`config.mk`:
```
export PLATFORM = sky130hd
export DESIGN_NAME = addr_mode_decode
export DESIGN_NICKNAME = d
export VERILOG_FILES = /design/src/shared/addr_mode_pkg.sv /design/src/shared/mode_class_if.sv /design/src/core/addr_mode_decode.sv /design/src/core/opcode_classifier.sv
export VERILOG_INCLUDE_DIRS = /design/src /design/src/shared
export SDC_FILE = /design/constraint.sdc
export NUM_CORES = 1
export LEC_CHECK = 0
export BUFFER_PORTS_ARGS = -buffer_cell sky130_fd_sc_hd__buf_2
export CORE_MARGIN = 4
export CORE_UTILIZATION = 61
export DETAILED_ROUTE_END_ITERATION = 6
export PLACE_DENSITY = 0.91
export REMOVE_ABC_BUFFERS = 1
export SYNTH_ARGS = -nofsm -noshare
export SYNTH_HDL_FRONTEND = slang
export SYNTH_SLANG_ARGS = --single-unit
```
`constraint.sdc`:
```
create_clock -name clk -period 7 [get_ports clk]
set_clock_uncertainty 0.2 [all_clocks]
set_input_delay 1.4 -clock clk [delete_from_list [all_inputs] [get_ports clk]]
set_output_delay 1.4 -clock clk [all_outputs]
set_load 0.005 [all_outputs]
```
`src/shared/addr_mode_map.svh`:
```
// Constants for the operand addressing-mode decoder
`ifndef ADDR_MODE_MAP_SVH
`define ADDR_MODE_MAP_SVH

// ==========================================================================
// Mode counts and address limits
`define MODE_COUNT      5'h11
`define PAGE_ZERO_LAST  16'h00FF
`define PAGE_ZERO_HIGH  8'h00

// ==========================================================================
// Prefix bytes that steer the indirect and index-register variants
`define PREFIX_INDIRECT 8'h92
`define PREFIX_Y_INDEX  8'h90
`define PREFIX_Y_INDIR  8'h91

// ==========================================================================
// High-nibble opcode columns
`define COL_BIT_REL     4'h0
`define COL_BIT_OP      4'h1
`define COL_RELATIVE    4'h2
`define COL_RMW_SHORT   4'h3
`define COL_RMW_INH_A   4'h4
`define COL_RMW_INH_X   4'h5
`define COL_RMW_IDX1    4'h6
`define COL_RMW_IDX0    4'h7
`define COL_INHERENT    4'h8
`define COL_INHERENT2   4'h9
`define COL_IMMEDIATE   4'hA
`define COL_DIRECT      4'hB
`define COL_LONG        4'hC
`define COL_LONG_IDX    4'hD
`define COL_SHORT_IDX   4'hE
`define COL_NO_OFFSET   4'hF

`endif

```
`src/shared/addr_mode_pkg.sv`:
```
// Types for the operand addressing-mode decoder
package addr_mode_pkg;

  typedef enum logic [4:0] {
    MODE_INHERENT,
    MODE_IMMEDIATE,
    MODE_SHORT_DIRECT,
    MODE_LONG_DIRECT,
    MODE_NO_OFFSET_INDEXED,
    MODE_SHORT_INDEXED,
    MODE_LONG_INDEXED,
    MODE_SHORT_INDIRECT,
    MODE_LONG_INDIRECT,
    MODE_SHORT_INDIRECT_INDEXED,
    MODE_LONG_INDIRECT_INDEXED,
    MODE_RELATIVE_DIRECT,
    MODE_RELATIVE_INDIRECT,
    MODE_BIT_DIRECT,
    MODE_BIT_INDIRECT,
    MODE_BIT_DIRECT_RELATIVE,
    MODE_BIT_INDIRECT_RELATIVE
  } addr_mode_t;

  typedef enum logic [2:0] {
    GROUP_INHERENT,
    GROUP_IMMEDIATE,
    GROUP_DIRECT,
    GROUP_INDEXED,
    GROUP_INDIRECT,
    GROUP_RELATIVE,
    GROUP_BIT
  } mode_group_t;

  typedef enum logic [2:0] {
    ST_IDLE,
    ST_OPERAND,
    ST_POINTER_HIGH,
    ST_POINTER_LOW,
    ST_DONE
  } fetch_state_t;

endpackage

```
`src/shared/mode_class_if.sv`:
```
// Classification result passed from the opcode classifier to the address former
`timescale 1ns/100ps
interface mode_class_if;
  addr_mode_pkg::addr_mode_t  mode;
  addr_mode_pkg::mode_group_t group;
  logic                       is_long;
  logic                       is_rmw;
  logic                       illegal;
  logic [1:0]                 operand_bytes;

  modport producer (
    output mode,
    output group,
    output is_long,
    output is_rmw,
    output illegal,
    output operand_bytes
  );
  modport consumer (
    input mode,
    input group,
    input is_long,
    input is_rmw,
    input illegal,
    input operand_bytes
  );
endinterface

```
`src/core/addr_mode_decode.sv`:
```
// Operand addressing-mode decoder and effective-address former
`timescale 1ns/100ps
`include "addr_mode_map.svh"
module addr_mode_decode (
  // Clock and reset
  input  wire logic                       clk,
  input  wire logic                       reset_n,
  // Instruction from the fetch path
  input  wire logic                       insn_valid,
  input  wire logic [7:0]                 insn_prefix,
  input  wire logic [7:0]                 insn_opcode,
  input  wire logic [15:0]                insn_pc,
  input  wire logic [7:0]                 index_value,
  // Operand and pointer bytes, in instruction order
  input  wire logic                       byte_valid,
  input  wire logic [7:0]                 byte_data,
  // Memory bus read of pointer bytes
  output logic                            ptr_rd,
  output logic [15:0]                     ptr_addr,
  input  wire logic                       ptr_ack,
  input  wire logic [7:0]                 ptr_data,
  // Result
  output logic                            busy,
  output logic                            ea_valid,
  output logic [15:0]                     ea,
  output addr_mode_pkg::addr_mode_t       mode,
  output addr_mode_pkg::mode_group_t      group,
  output logic                            is_long,
  output logic                            mode_fault
);
  // ========================================================================
  // Classification
  mode_class_if cls ();

  opcode_classifier classifier (
    .prefix (insn_prefix),
    .opcode (insn_opcode),
    .cls    (cls.producer)
  );

  // ========================================================================
  // Address arithmetic
  function automatic logic [15:0] rel_target(input logic [15:0] pc, input logic [7:0] disp);
    rel_target = pc + {{8{disp[7]}}, disp};
  endfunction

  function automatic logic [15:0] add_index(input logic [15:0] base, input logic [7:0] idx);
    add_index = base + {8'h00, idx};
  endfunction

  // ========================================================================
  // Fetch sequencer
  addr_mode_pkg::fetch_state_t state;
  addr_mode_pkg::fetch_state_t next_state;
  addr_mode_pkg::addr_mode_t   held_mode;
  addr_mode_pkg::mode_group_t  held_group;
  logic                        held_long;
  logic [1:0]                  bytes_left;
  logic [15:0]                 operand;
  logic [15:0]                 pc_hold;
  logic [7:0]                  idx_hold;

  wire logic is_indirect =
    (held_mode == addr_mode_pkg::MODE_SHORT_INDIRECT) ||
    (held_mode == addr_mode_pkg::MODE_LONG_INDIRECT) ||
    (held_mode == addr_mode_pkg::MODE_SHORT_INDIRECT_INDEXED) ||
    (held_mode == addr_mode_pkg::MODE_LONG_INDIRECT_INDEXED) ||
    (held_mode == addr_mode_pkg::MODE_RELATIVE_INDIRECT) ||
    (held_mode == addr_mode_pkg::MODE_BIT_INDIRECT) ||
    (held_mode == addr_mode_pkg::MODE_BIT_INDIRECT_RELATIVE);
  wire logic is_indexed =
    (held_mode == addr_mode_pkg::MODE_NO_OFFSET_INDEXED) ||
    (held_mode == addr_mode_pkg::MODE_SHORT_INDEXED) ||
    (held_mode == addr_mode_pkg::MODE_LONG_INDEXED) ||
    (held_mode == addr_mode_pkg::MODE_SHORT_INDIRECT_INDEXED) ||
    (held_mode == addr_mode_pkg::MODE_LONG_INDIRECT_INDEXED);
  wire logic is_relative =
    (held_mode == addr_mode_pkg::MODE_RELATIVE_DIRECT) ||
    (held_mode == addr_mode_pkg::MODE_RELATIVE_INDIRECT);
  // Long indirect reads a word pointer; short indirect a byte pointer
  wire logic word_ptr = held_long && is_indirect;

  // ========================================================================
  // State decodes shared by the sequencer and the datapath
  wire logic in_idle     = (state == addr_mode_pkg::ST_IDLE);
  wire logic in_operand  = (state == addr_mode_pkg::ST_OPERAND);
  wire logic in_ptr_high = (state == addr_mode_pkg::ST_POINTER_HIGH);
  wire logic in_ptr_low  = (state == addr_mode_pkg::ST_POINTER_LOW);
  wire logic in_done     = (state == addr_mode_pkg::ST_DONE);
  wire logic last_byte   = in_operand && byte_valid && (bytes_left == 2'h1);
  // The first pointer read leaves with the last operand byte, saving a cycle
  wire logic ptr_launch  = last_byte && is_indirect;
  wire logic ptr_follow  = in_ptr_high && ptr_ack && word_ptr;
  // Result pulse marks the edge that enters the final state, once per instruction
  wire logic done_entry  = (next_state == addr_mode_pkg::ST_DONE) && !in_done;

  // ========================================================================
  // Effective address
  // Short forms stay on page zero; short indexed may carry past 00FFh by the index
  // Every long form keeps all 16 bits, the word read through a long pointer too
  wire logic [15:0] short_base = {`PAGE_ZERO_HIGH, operand[7:0]};
  wire logic [15:0] base_addr  = held_long ? operand : short_base;
  wire logic [15:0] direct_ea  = is_indexed ? add_index(base_addr, idx_hold) : base_addr;
  wire logic [15:0] rel_ea     = rel_target(pc_hold, operand[7:0]);
  wire logic [15:0] result_ea  = is_relative ? rel_ea : direct_ea;
  wire logic        accept     = insn_valid && in_idle;
  // Read-modify-write on memory takes no long form
  wire logic        rmw_long   = cls.is_rmw && cls.is_long;
  wire logic        bad_insn   = cls.illegal || rmw_long;
  wire logic        no_operand = (cls.operand_bytes == 2'h0);
  wire logic [15:0] ptr_next   = {`PAGE_ZERO_HIGH, operand[7:0]} + 16'h0001;

  // ========================================================================
  // Next-state logic
  always_comb begin
    next_state = state;
    case (state)
      addr_mode_pkg::ST_IDLE:
        if (accept && !bad_insn) begin
          next_state = no_operand ? addr_mode_pkg::ST_DONE : addr_mode_pkg::ST_OPERAND;
        end
      addr_mode_pkg::ST_OPERAND:
        if (last_byte) begin
          next_state = is_indirect ? addr_mode_pkg::ST_POINTER_HIGH : addr_mode_pkg::ST_DONE;
        end
      addr_mode_pkg::ST_POINTER_HIGH:
        if (ptr_ack) begin
          next_state = word_ptr ? addr_mode_pkg::ST_POINTER_LOW : addr_mode_pkg::ST_DONE;
        end
      addr_mode_pkg::ST_POINTER_LOW:
        if (ptr_ack) begin
          next_state = addr_mode_pkg::ST_DONE;
        end
      addr_mode_pkg::ST_DONE:
        next_state = addr_mode_pkg::ST_IDLE;
      default:
        next_state = addr_mode_pkg::ST_IDLE;
    endcase
  end

  always_ff @(posedge clk or negedge reset_n) begin
    if (!reset_n) begin
      state <= addr_mode_pkg::ST_IDLE;
    end else begin
      state <= next_state;
    end
  end

  // ========================================================================
  // Held instruction context
  // Capture classification and context with the instruction
  always_ff @(posedge clk or negedge reset_n) begin
    if (!reset_n) begin
      held_mode  <= addr_mode_pkg::MODE_INHERENT;
      held_group <= addr_mode_pkg::GROUP_INHERENT;
      held_long  <= 1'b0;
      pc_hold    <= 16'h0000;
      idx_hold   <= 8'h00;
    end else if (accept) begin
      held_mode  <= cls.mode;
      held_group <= cls.group;
      held_long  <= cls.is_long;
      pc_hold    <= insn_pc;
      idx_hold   <= index_value;
    end
  end

  // Operand bytes shift in high first; pointer bytes replace them
  always_ff @(posedge clk or negedge reset_n) begin
    if (!reset_n) begin
      operand    <= 16'h0000;
      bytes_left <= 2'h0;
    end else if (accept) begin
      operand    <= 16'h0000;
      bytes_left <= cls.operand_bytes;
    end else if (in_operand && byte_valid) begin
      operand    <= {operand[7:0], byte_data};
      bytes_left <= bytes_left - 2'h1;
    end else if (in_ptr_high && ptr_ack) begin
      operand    <= word_ptr ? {ptr_data, 8'h00} : {8'h00, ptr_data};
    end else if (in_ptr_low && ptr_ack) begin
      operand    <= {operand[15:8], ptr_data};
    end
  end

  // ========================================================================
  // Pointer reads
  // Pointer reads start in page zero, so the pointer itself is short; a word pointer at 00FFh reads its second byte from 0100h
  always_ff @(posedge clk or negedge reset_n) begin
    if (!reset_n) begin
      ptr_rd   <= 1'b0;
      ptr_addr <= 16'h0000;
    end else if (ptr_launch) begin
      ptr_rd   <= 1'b1;
      ptr_addr <= {`PAGE_ZERO_HIGH, byte_data};
    end else if (ptr_follow) begin
      ptr_rd   <= 1'b1;
      ptr_addr <= ptr_next;
    end else if (ptr_ack) begin
      ptr_rd   <= 1'b0;
    end
  end

  // ========================================================================
  // Results
  // Fields change one edge after the pulse and stand until the next result
  always_ff @(posedge clk or negedge reset_n) begin
    if (!reset_n) begin
      ea_valid   <= 1'b0;
      ea         <= 16'h0000;
      mode       <= addr_mode_pkg::MODE_INHERENT;
      group      <= addr_mode_pkg::GROUP_INHERENT;
      is_long    <= 1'b0;
      mode_fault <= 1'b0;
      busy       <= 1'b0;
    end else begin
      ea_valid   <= done_entry;
      mode_fault <= accept && bad_insn;
      busy       <= next_state != addr_mode_pkg::ST_IDLE;
      if (in_done) begin
        mode    <= held_mode;
        group   <= held_group;
        is_long <= held_long;
        ea      <= result_ea;
      end
    end
  end
endmodule

```
`src/core/opcode_classifier.sv`:
```
// Combinational opcode classifier: mode, group, variant and operand length
`timescale 1ns/100ps
`include "addr_mode_map.svh"
module opcode_classifier (
  // Instruction bytes
  input  wire logic [7:0] prefix,
  input  wire logic [7:0] opcode,
  // Classification
  mode_class_if.producer  cls
);
  wire logic [3:0] column   = opcode[7:4];
  wire logic       indirect = (prefix == `PREFIX_INDIRECT) || (prefix == `PREFIX_Y_INDIR);

  // RMW columns 3, 6 and 7 carry memory operands; 4 and 5 work on registers
  wire logic rmw_mem = (column == `COL_RMW_SHORT) || (column == `COL_RMW_IDX1) ||
                       (column == `COL_RMW_IDX0);

  always_comb begin
    cls.mode          = addr_mode_pkg::MODE_INHERENT;
    cls.group         = addr_mode_pkg::GROUP_INHERENT;
    cls.is_long       = 1'b0;
    cls.is_rmw        = rmw_mem;
    cls.illegal       = 1'b0;
    cls.operand_bytes = 2'h0;
    case (column)
      `COL_BIT_REL: begin
        cls.group         = addr_mode_pkg::GROUP_BIT;
        cls.mode          = indirect ? addr_mode_pkg::MODE_BIT_INDIRECT_RELATIVE
                                     : addr_mode_pkg::MODE_BIT_DIRECT_RELATIVE;
        cls.operand_bytes = 2'h2;
      end
      `COL_BIT_OP: begin
        cls.group         = addr_mode_pkg::GROUP_BIT;
        cls.mode          = indirect ? addr_mode_pkg::MODE_BIT_INDIRECT
                                     : addr_mode_pkg::MODE_BIT_DIRECT;
        cls.operand_bytes = 2'h1;
      end
      `COL_RELATIVE: begin
        cls.group         = addr_mode_pkg::GROUP_RELATIVE;
        cls.mode          = indirect ? addr_mode_pkg::MODE_RELATIVE_INDIRECT
                                     : addr_mode_pkg::MODE_RELATIVE_DIRECT;
        cls.operand_bytes = 2'h1;
      end
      `COL_RMW_SHORT, `COL_DIRECT: begin
        cls.group         = indirect ? addr_mode_pkg::GROUP_INDIRECT
                                     : addr_mode_pkg::GROUP_DIRECT;
        cls.mode          = indirect ? addr_mode_pkg::MODE_SHORT_INDIRECT
                                     : addr_mode_pkg::MODE_SHORT_DIRECT;
        cls.operand_bytes = 2'h1;
      end
      `COL_RMW_IDX1, `COL_SHORT_IDX: begin
        cls.group         = indirect ? addr_mode_pkg::GROUP_INDIRECT
                                     : addr_mode_pkg::GROUP_INDEXED;
        cls.mode          = indirect ? addr_mode_pkg::MODE_SHORT_INDIRECT_INDEXED
                                     : addr_mode_pkg::MODE_SHORT_INDEXED;
        cls.operand_bytes = 2'h1;
      end
      `COL_RMW_IDX0, `COL_NO_OFFSET: begin
        cls.group   = addr_mode_pkg::GROUP_INDEXED;
        cls.mode    = addr_mode_pkg::MODE_NO_OFFSET_INDEXED;
        cls.illegal = indirect;
      end
      `COL_IMMEDIATE: begin
        cls.group         = addr_mode_pkg::GROUP_IMMEDIATE;
        cls.mode          = addr_mode_pkg::MODE_IMMEDIATE;
        cls.operand_bytes = 2'h1;
        cls.illegal       = indirect;
      end
      `COL_LONG: begin
        cls.is_long       = 1'b1;
        cls.group         = indirect ? addr_mode_pkg::GROUP_INDIRECT
                                     : addr_mode_pkg::GROUP_DIRECT;
        cls.mode          = indirect ? addr_mode_pkg::MODE_LONG_INDIRECT
                                     : addr_mode_pkg::MODE_LONG_DIRECT;
        cls.operand_bytes = indirect ? 2'h1 : 2'h2;
      end
      `COL_LONG_IDX: begin
        cls.is_long       = 1'b1;
        cls.group         = indirect ? addr_mode_pkg::GROUP_INDIRECT
                                     : addr_mode_pkg::GROUP_INDEXED;
        cls.mode          = indirect ? addr_mode_pkg::MODE_LONG_INDIRECT_INDEXED
                                     : addr_mode_pkg::MODE_LONG_INDEXED;
        cls.operand_bytes = indirect ? 2'h1 : 2'h2;
      end
      default: begin
        cls.illegal = indirect;
      end
    endcase
  end
endmodule

```
# Word-level counts from Yosys, hierarchy flattened
# Cells that the tools add are included.
# W data, S select, Z words.
# totals
register_bits,99
in_bits,61
output_inout_bits,45
elab_cells,137
# op_classes
add_sub_neg,4
n_eq_ne,30
muxes,38
n_reduce_logical,47
# op_table
op,count
$mux W16,9
$pmux W5 S9,1
$mux W3,11
$eq A5 B4 Y1 const B,6
$eq A4 B4 Y1 const B,6
$eq A5 B3 Y1 const B,4
$pmux W3 S6,1
$add A16 B16 Y16,1
$add A16 B8 Y16,1
$eq A8 B8 Y1 const B,2
$logic_or A1 B1 Y1,15
$logic_and A1 B1 Y1,12
$mux W4,3
$pmux W3 S4,1
$reduce_or A2 Y1,5
$add A8 B1 Y9 const B,1
$reduce_bool A3 Y1,3
$reduce_or A9 Y1,1
$eq A4 B2 Y1 const B,2
$eq A4 B3 Y1 const B,2
$mux W2,4
$mux W8,1
$reduce_or A7 Y1,1
$eq A3 B2 Y1 const B,2
other kinds (16),24

# Depth between registers and ports, before layout
# logic_depth
ltp_word,13
ltp_mapped,9
depth_no_buf,9

# Cells and area by module
# Synthesis repeated with hierarchy kept, for this count alone.
# unflattened
cells_unflattened,627
hier_area_um2,5755.5
# by_module_without_submodules
module,n_inst,cells_per_inst,area_per_inst_um2,seq_area_each_um2
addr_mode_decode,1,562,5372.7,2302.2
opcode_classifier,1,65,382.9,0.0

# Least setup slack after synthesis
# No wires, ideal clock.
# synth_timing
path_kind,input port to flip-flop
start,input insn_prefix[6]
end,register busy
setup_time_ps,139
arrival_ps,2796
required_ps,6661
path_slack_ps,3865
path_stages,6
n_path_buf,1
cell_sequence,nor4b_1 and3_1 clkbuf_1 o2111ai_1 a22o_1 or4_1
# synth_via
elab_chain_cells,9
elab_cells_between_ends,14
cone_classes,2 x eq/ne; 6 x mux; 6 x reduce/logical
# synth_rtl
element,line,source
start: declaration,addr_mode_decode.sv:10,"input wire logic [7:0] insn_prefix,"
$eq A8 B8 Y1 (no line),-,
$logic_or A1 B1 Y1 *,opcode_classifier.sv:12,wire logic indirect = (prefix == `PREFIX_INDIRECT) || (prefix == `PREFIX_Y_INDIR);
$mux W2 or $mux W1 (tied branches),"opcode_classifier.sv:75, opcode_classifier.sv:83, opcode_classifier.sv:25",
$pmux W2 S3 or $logic_or A1 B1 Y1 (tied branches),"opcode_classifier.sv:25, addr_mode_decode.sv:109",
$logic_not A2 Y1 or $logic_not A1 Y1 (tied branches),"addr_mode_decode.sv:110, addr_mode_decode.sv:119",
$mux W3 or $logic_and A1 B1 Y1 (tied branches),"addr_mode_decode.sv:120, addr_mode_decode.sv:119",
$mux W3 *,addr_mode_decode.sv:119,if (accept && !bad_insn) begin
$pmux W3 S4 *,addr_mode_decode.sv:117,case (state)
$reduce_bool A3 Y1 *,addr_mode_decode.sv:219,busy <= next_state != addr_mode_pkg::ST_IDLE;
end signal: assignment,addr_mode_decode.sv:219,
end: declaration,addr_mode_decode.sv:23,"output logic busy,"
# Every way passes the cells marked *; elsewhere a longest branch is shown, timed or not.
# A chain may end at the register's enable or synchronous reset.

# Worst setup path in the final report
# layout_timing
start,input byte_valid
end,register busy
# layout_via
elab_chain_cells,5
# layout_rtl
element,line,source
start: declaration,addr_mode_decode.sv:15,"input wire logic byte_valid,"
$logic_and A1 B1 Y1 (2 in series),addr_mode_decode.sv:90,wire logic last_byte = in_operand && byte_valid && (bytes_left == 2'h1);
$mux W3,addr_mode_decode.sv:123,if (last_byte) begin
$pmux W3 S4,addr_mode_decode.sv:117,
named net next_state[1],addr_mode_decode.sv:54,addr_mode_pkg::fetch_state_t next_state;
$reduce_bool A3 Y1,addr_mode_decode.sv:219,
# The timed path passes the listed nets, and every way through them passes these cells.

==> reports/summary.txt <==
status = complete, no violations
Synth top area share = 0.399
Overall Global Routing Usage = 0.268
CTS tree = done
crit end category = register
switch share = 0.462
Cell variety after synth = 68
Util after Layout = 0.696
Hold Path Depth = 2
vias post-DR = 5,486
transition time of the tightest slew-check pin = 1.08 ns
wire length per cell = 16.5 µm
worst hold margin = 0.275 ns
CTS clk-pin slew, worst paths = 0.10 ns
Max H-tree Level = 3
VDD IR max = 197 µV
largest cells by area after synthesis = dfrtp_1 (40%), nand2_1 (12%), o21ai_0 (5.5%)
Max Transition Viols Final = 0
Synth area leader = dfrtp_1
Post-synth EDFFs = 0
Lkg Pwr = 3.19 nW
hold buffers post-CTS = 0
Yosys Warn Count = 0
drt pass-1 iters = 5
1st-iter DRT viols = 467
Final min period = 3.64 ns
Syn-to-layout area delta = 11.4%
maximum net fanout on the critical path = 20
Core Footprint = 9240 µm²
first-pass GRT wire length = 24,400 µm
die area = 11,100 µm²
DRC viols = 0
Clock Path Buffers = 2
Final #Nets = 853
CTS sink cnt = 92
Final Power = 2.80 mW
Final Wtd Congestion = 0.949
Die Ht = 105 µm
initial antenna violation count = 0
Min-Delay Path Class = register to register
Final setup viols = 0
Slew headroom = 0.283
ys flop type = dfrtp_1
Max Fclk = 275 MHz
port bufs = 94
total CTS buffers = 9
drt total wl = 14,800 µm
combinational share of power = 0.524
#FFs+latches synth = 92
antenna-violating nets left = 0
die width = 105 µm
internal power = 1.51 mW
Post-synth ARST share = 1.00
Crit Path Category = primary input to register
number of global-route vias before repair = 5,278
starting density of the core = 0.625
Reg2Reg Depth = 6
Cell Area, Placed = 6250 µm²
total grt overflow = 0
post-synthesis sequential area ratio = 0.399
Ports = 106
largest net degree at the start of global routing = 52
Crit-path slowest cell = o21bai_1
crit path DAT = 3.69 ns
CTS resizes = 0
via/cell ratio = 6.10
worst skew pair latency = 0.38 ns
Final HPWL DP = 10,700 µm
Net Sw Power = 1.29 mW
RSZ-0062 raised after global routing = no
Period Utilization, post-route = 0.519
Clock Tree Root = clkbuf_8
Clk network pwr share = 0.124
Synth Area per Inst = 8.33 µm²
startpoint types = primary input
critical path cell sequence = buf_2, and3_1, and2_1, o21bai_1, a21oi_1, or4_1
pwr/cell area = 435 nW/µm²
Cell Rows = 35
critical path required time = 7.06 ns
# Post-CTS Setup Buffers = 0
Max Cap Viol = 0
Synth Cell Area = 5770 µm²
share of layout cells above drive strength 1 = 0.168
setup TNS = 0 ns
register share of total power = 0.352
Critical Path Max Stage Delay = 0.65 ns
post-route cell area = 6430 µm²
# fillers = 717
Final Hold Fails = 0
Synth Instances = 693
Ant. Diodes = 0
## through the flow
step           setup WS (ns)  cells
2_1_floorplan           3.53    658
3_3_place_gp            3.05    883
3_5_place_dp            2.97    883
4_1_cts                 3.37    899
5_1_grt                 3.13    899
6_report                3.36    899
## cells in the final DEF (no fill, tap or decap), types with 4 or more instances in the layout
cell type,Yosys,final
conb_1,1,7
xnor2_1,13,13
o211ai_1,5,5
a21oi_1,35,35
nor3_1,14,14
a31oi_1,5,5
and3_1,8,8
ha_1,25,25
o21bai_1,5,5
clkbuf_8,0,10
a21o_1,5,5
dfrtp_1,92,92
a221o_1,5,5
a211oi_1,6,6
nand4_1,6,6
inv_1,12,12
a22o_1,11,11
nand2_1,183,183
o2111ai_1,4,4
xor2_1,14,14
buf_2,4,93
a22oi_1,16,16
nor2b_1,7,7
o21ai_0,63,63
nor2_1,33,33
nand3_1,14,13
mux2i_1,5,5
## logic make-up after synthesis
family	count (synthesis)	synth area share
muxes	6	0.0106
AOI/OAI and AO/OA	193	0.219
adders and majority gates	27	0.0611
xor gates and xnor gates	27	0.0410
buffers and inverters	53	0.0425
other	1	0.000649
DFF	92	0.399
and+or+nand+nor	294	0.226
## layout make-up
type / instances / area, µm² / area share
well taps: 129 / 161 / 0.0251
repair buffers: 96 / 488 / 0.0758
clock inverters: 6 / 46.3 / 0.00719
clock buffers: 10 / 138 / 0.0214
multi-input cells: 554 / 3250 / 0.506
flip-flops and latches: 92 / 2300 / 0.358
inverters: 12 / 45.0 / 0.00700
## critical path: cells and delay by family
kind,cells,cell delay [ns]
buf+inv,1,0.11
compound gates,2,0.82
simple gates,3,1.36
## layer usage
metal  share of wire  vias to the layer above  track usage
met1            0.40                     2562        0.329
met2            0.49                      285        0.456
li1                -                     2594            -
met3           0.083                       45       0.0612
met4           0.031                        0        0.104
met5               0                        -            0
## power by group through the flow
stage	registers (mW)	clock network [mW]	logic, mW
after detailed placement	0.985	0	1.44
after global placement	0.973	0	1.36
final	0.985	0.347	1.47
after global routing	1.01	0.371	1.64
after CTS	0.979	0.349	1.45
after floorplan	0.927	0	1.05
## flip-flops by register name, summed over array words and instances, names as in the netlist
name and flops:
ea_valid 1, mode_fault 1, pc_hold 16, held_long 1
is_long 1, group 3, ptr_rd 1, ea 16
mode 5, bytes_left 2, state 3, held_mode 5
held_group 3, operand 16, idx_hold 8, busy 1
ptr_addr 9
## cells in the mapped netlist (8+ instances only)
library cell  number
nand2_1          183
dfrtp_1           92
o21ai_0           63
a21oi_1           35
nor2_1            33
clkbuf_1          28
ha_1              25
a22oi_1           16
nand3_1           14
nor3_1            14
xor2_1            14
xnor2_1           13
inv_1             12
a22o_1            11
and3_1             8
## final timing paths
kind | start | endpoint | slack [ns]
min in group asynchronous | reset_n | ea[2]$_DFFE_PN0N_ | 0.80
max in group asynchronous | reset_n | ptr_addr[2]$_DFFE_PN0P_ | 4.75
worst max-delay path | byte_valid | busy$_DFF_PN0_ | 3.36
worst max register to register | state[2]$_DFF_PN0_ | busy$_DFF_PN0_ | 3.90
worst min register to register | group[1]$_DFFE_PN0N_ | group[1]$_DFFE_PN0N_ | 0.27
worst min-delay path | group[1]$_DFFE_PN0N_ | group[1]$_DFFE_PN0N_ | 0.27
No activity file was read; power rests on OpenSTA's default activity.
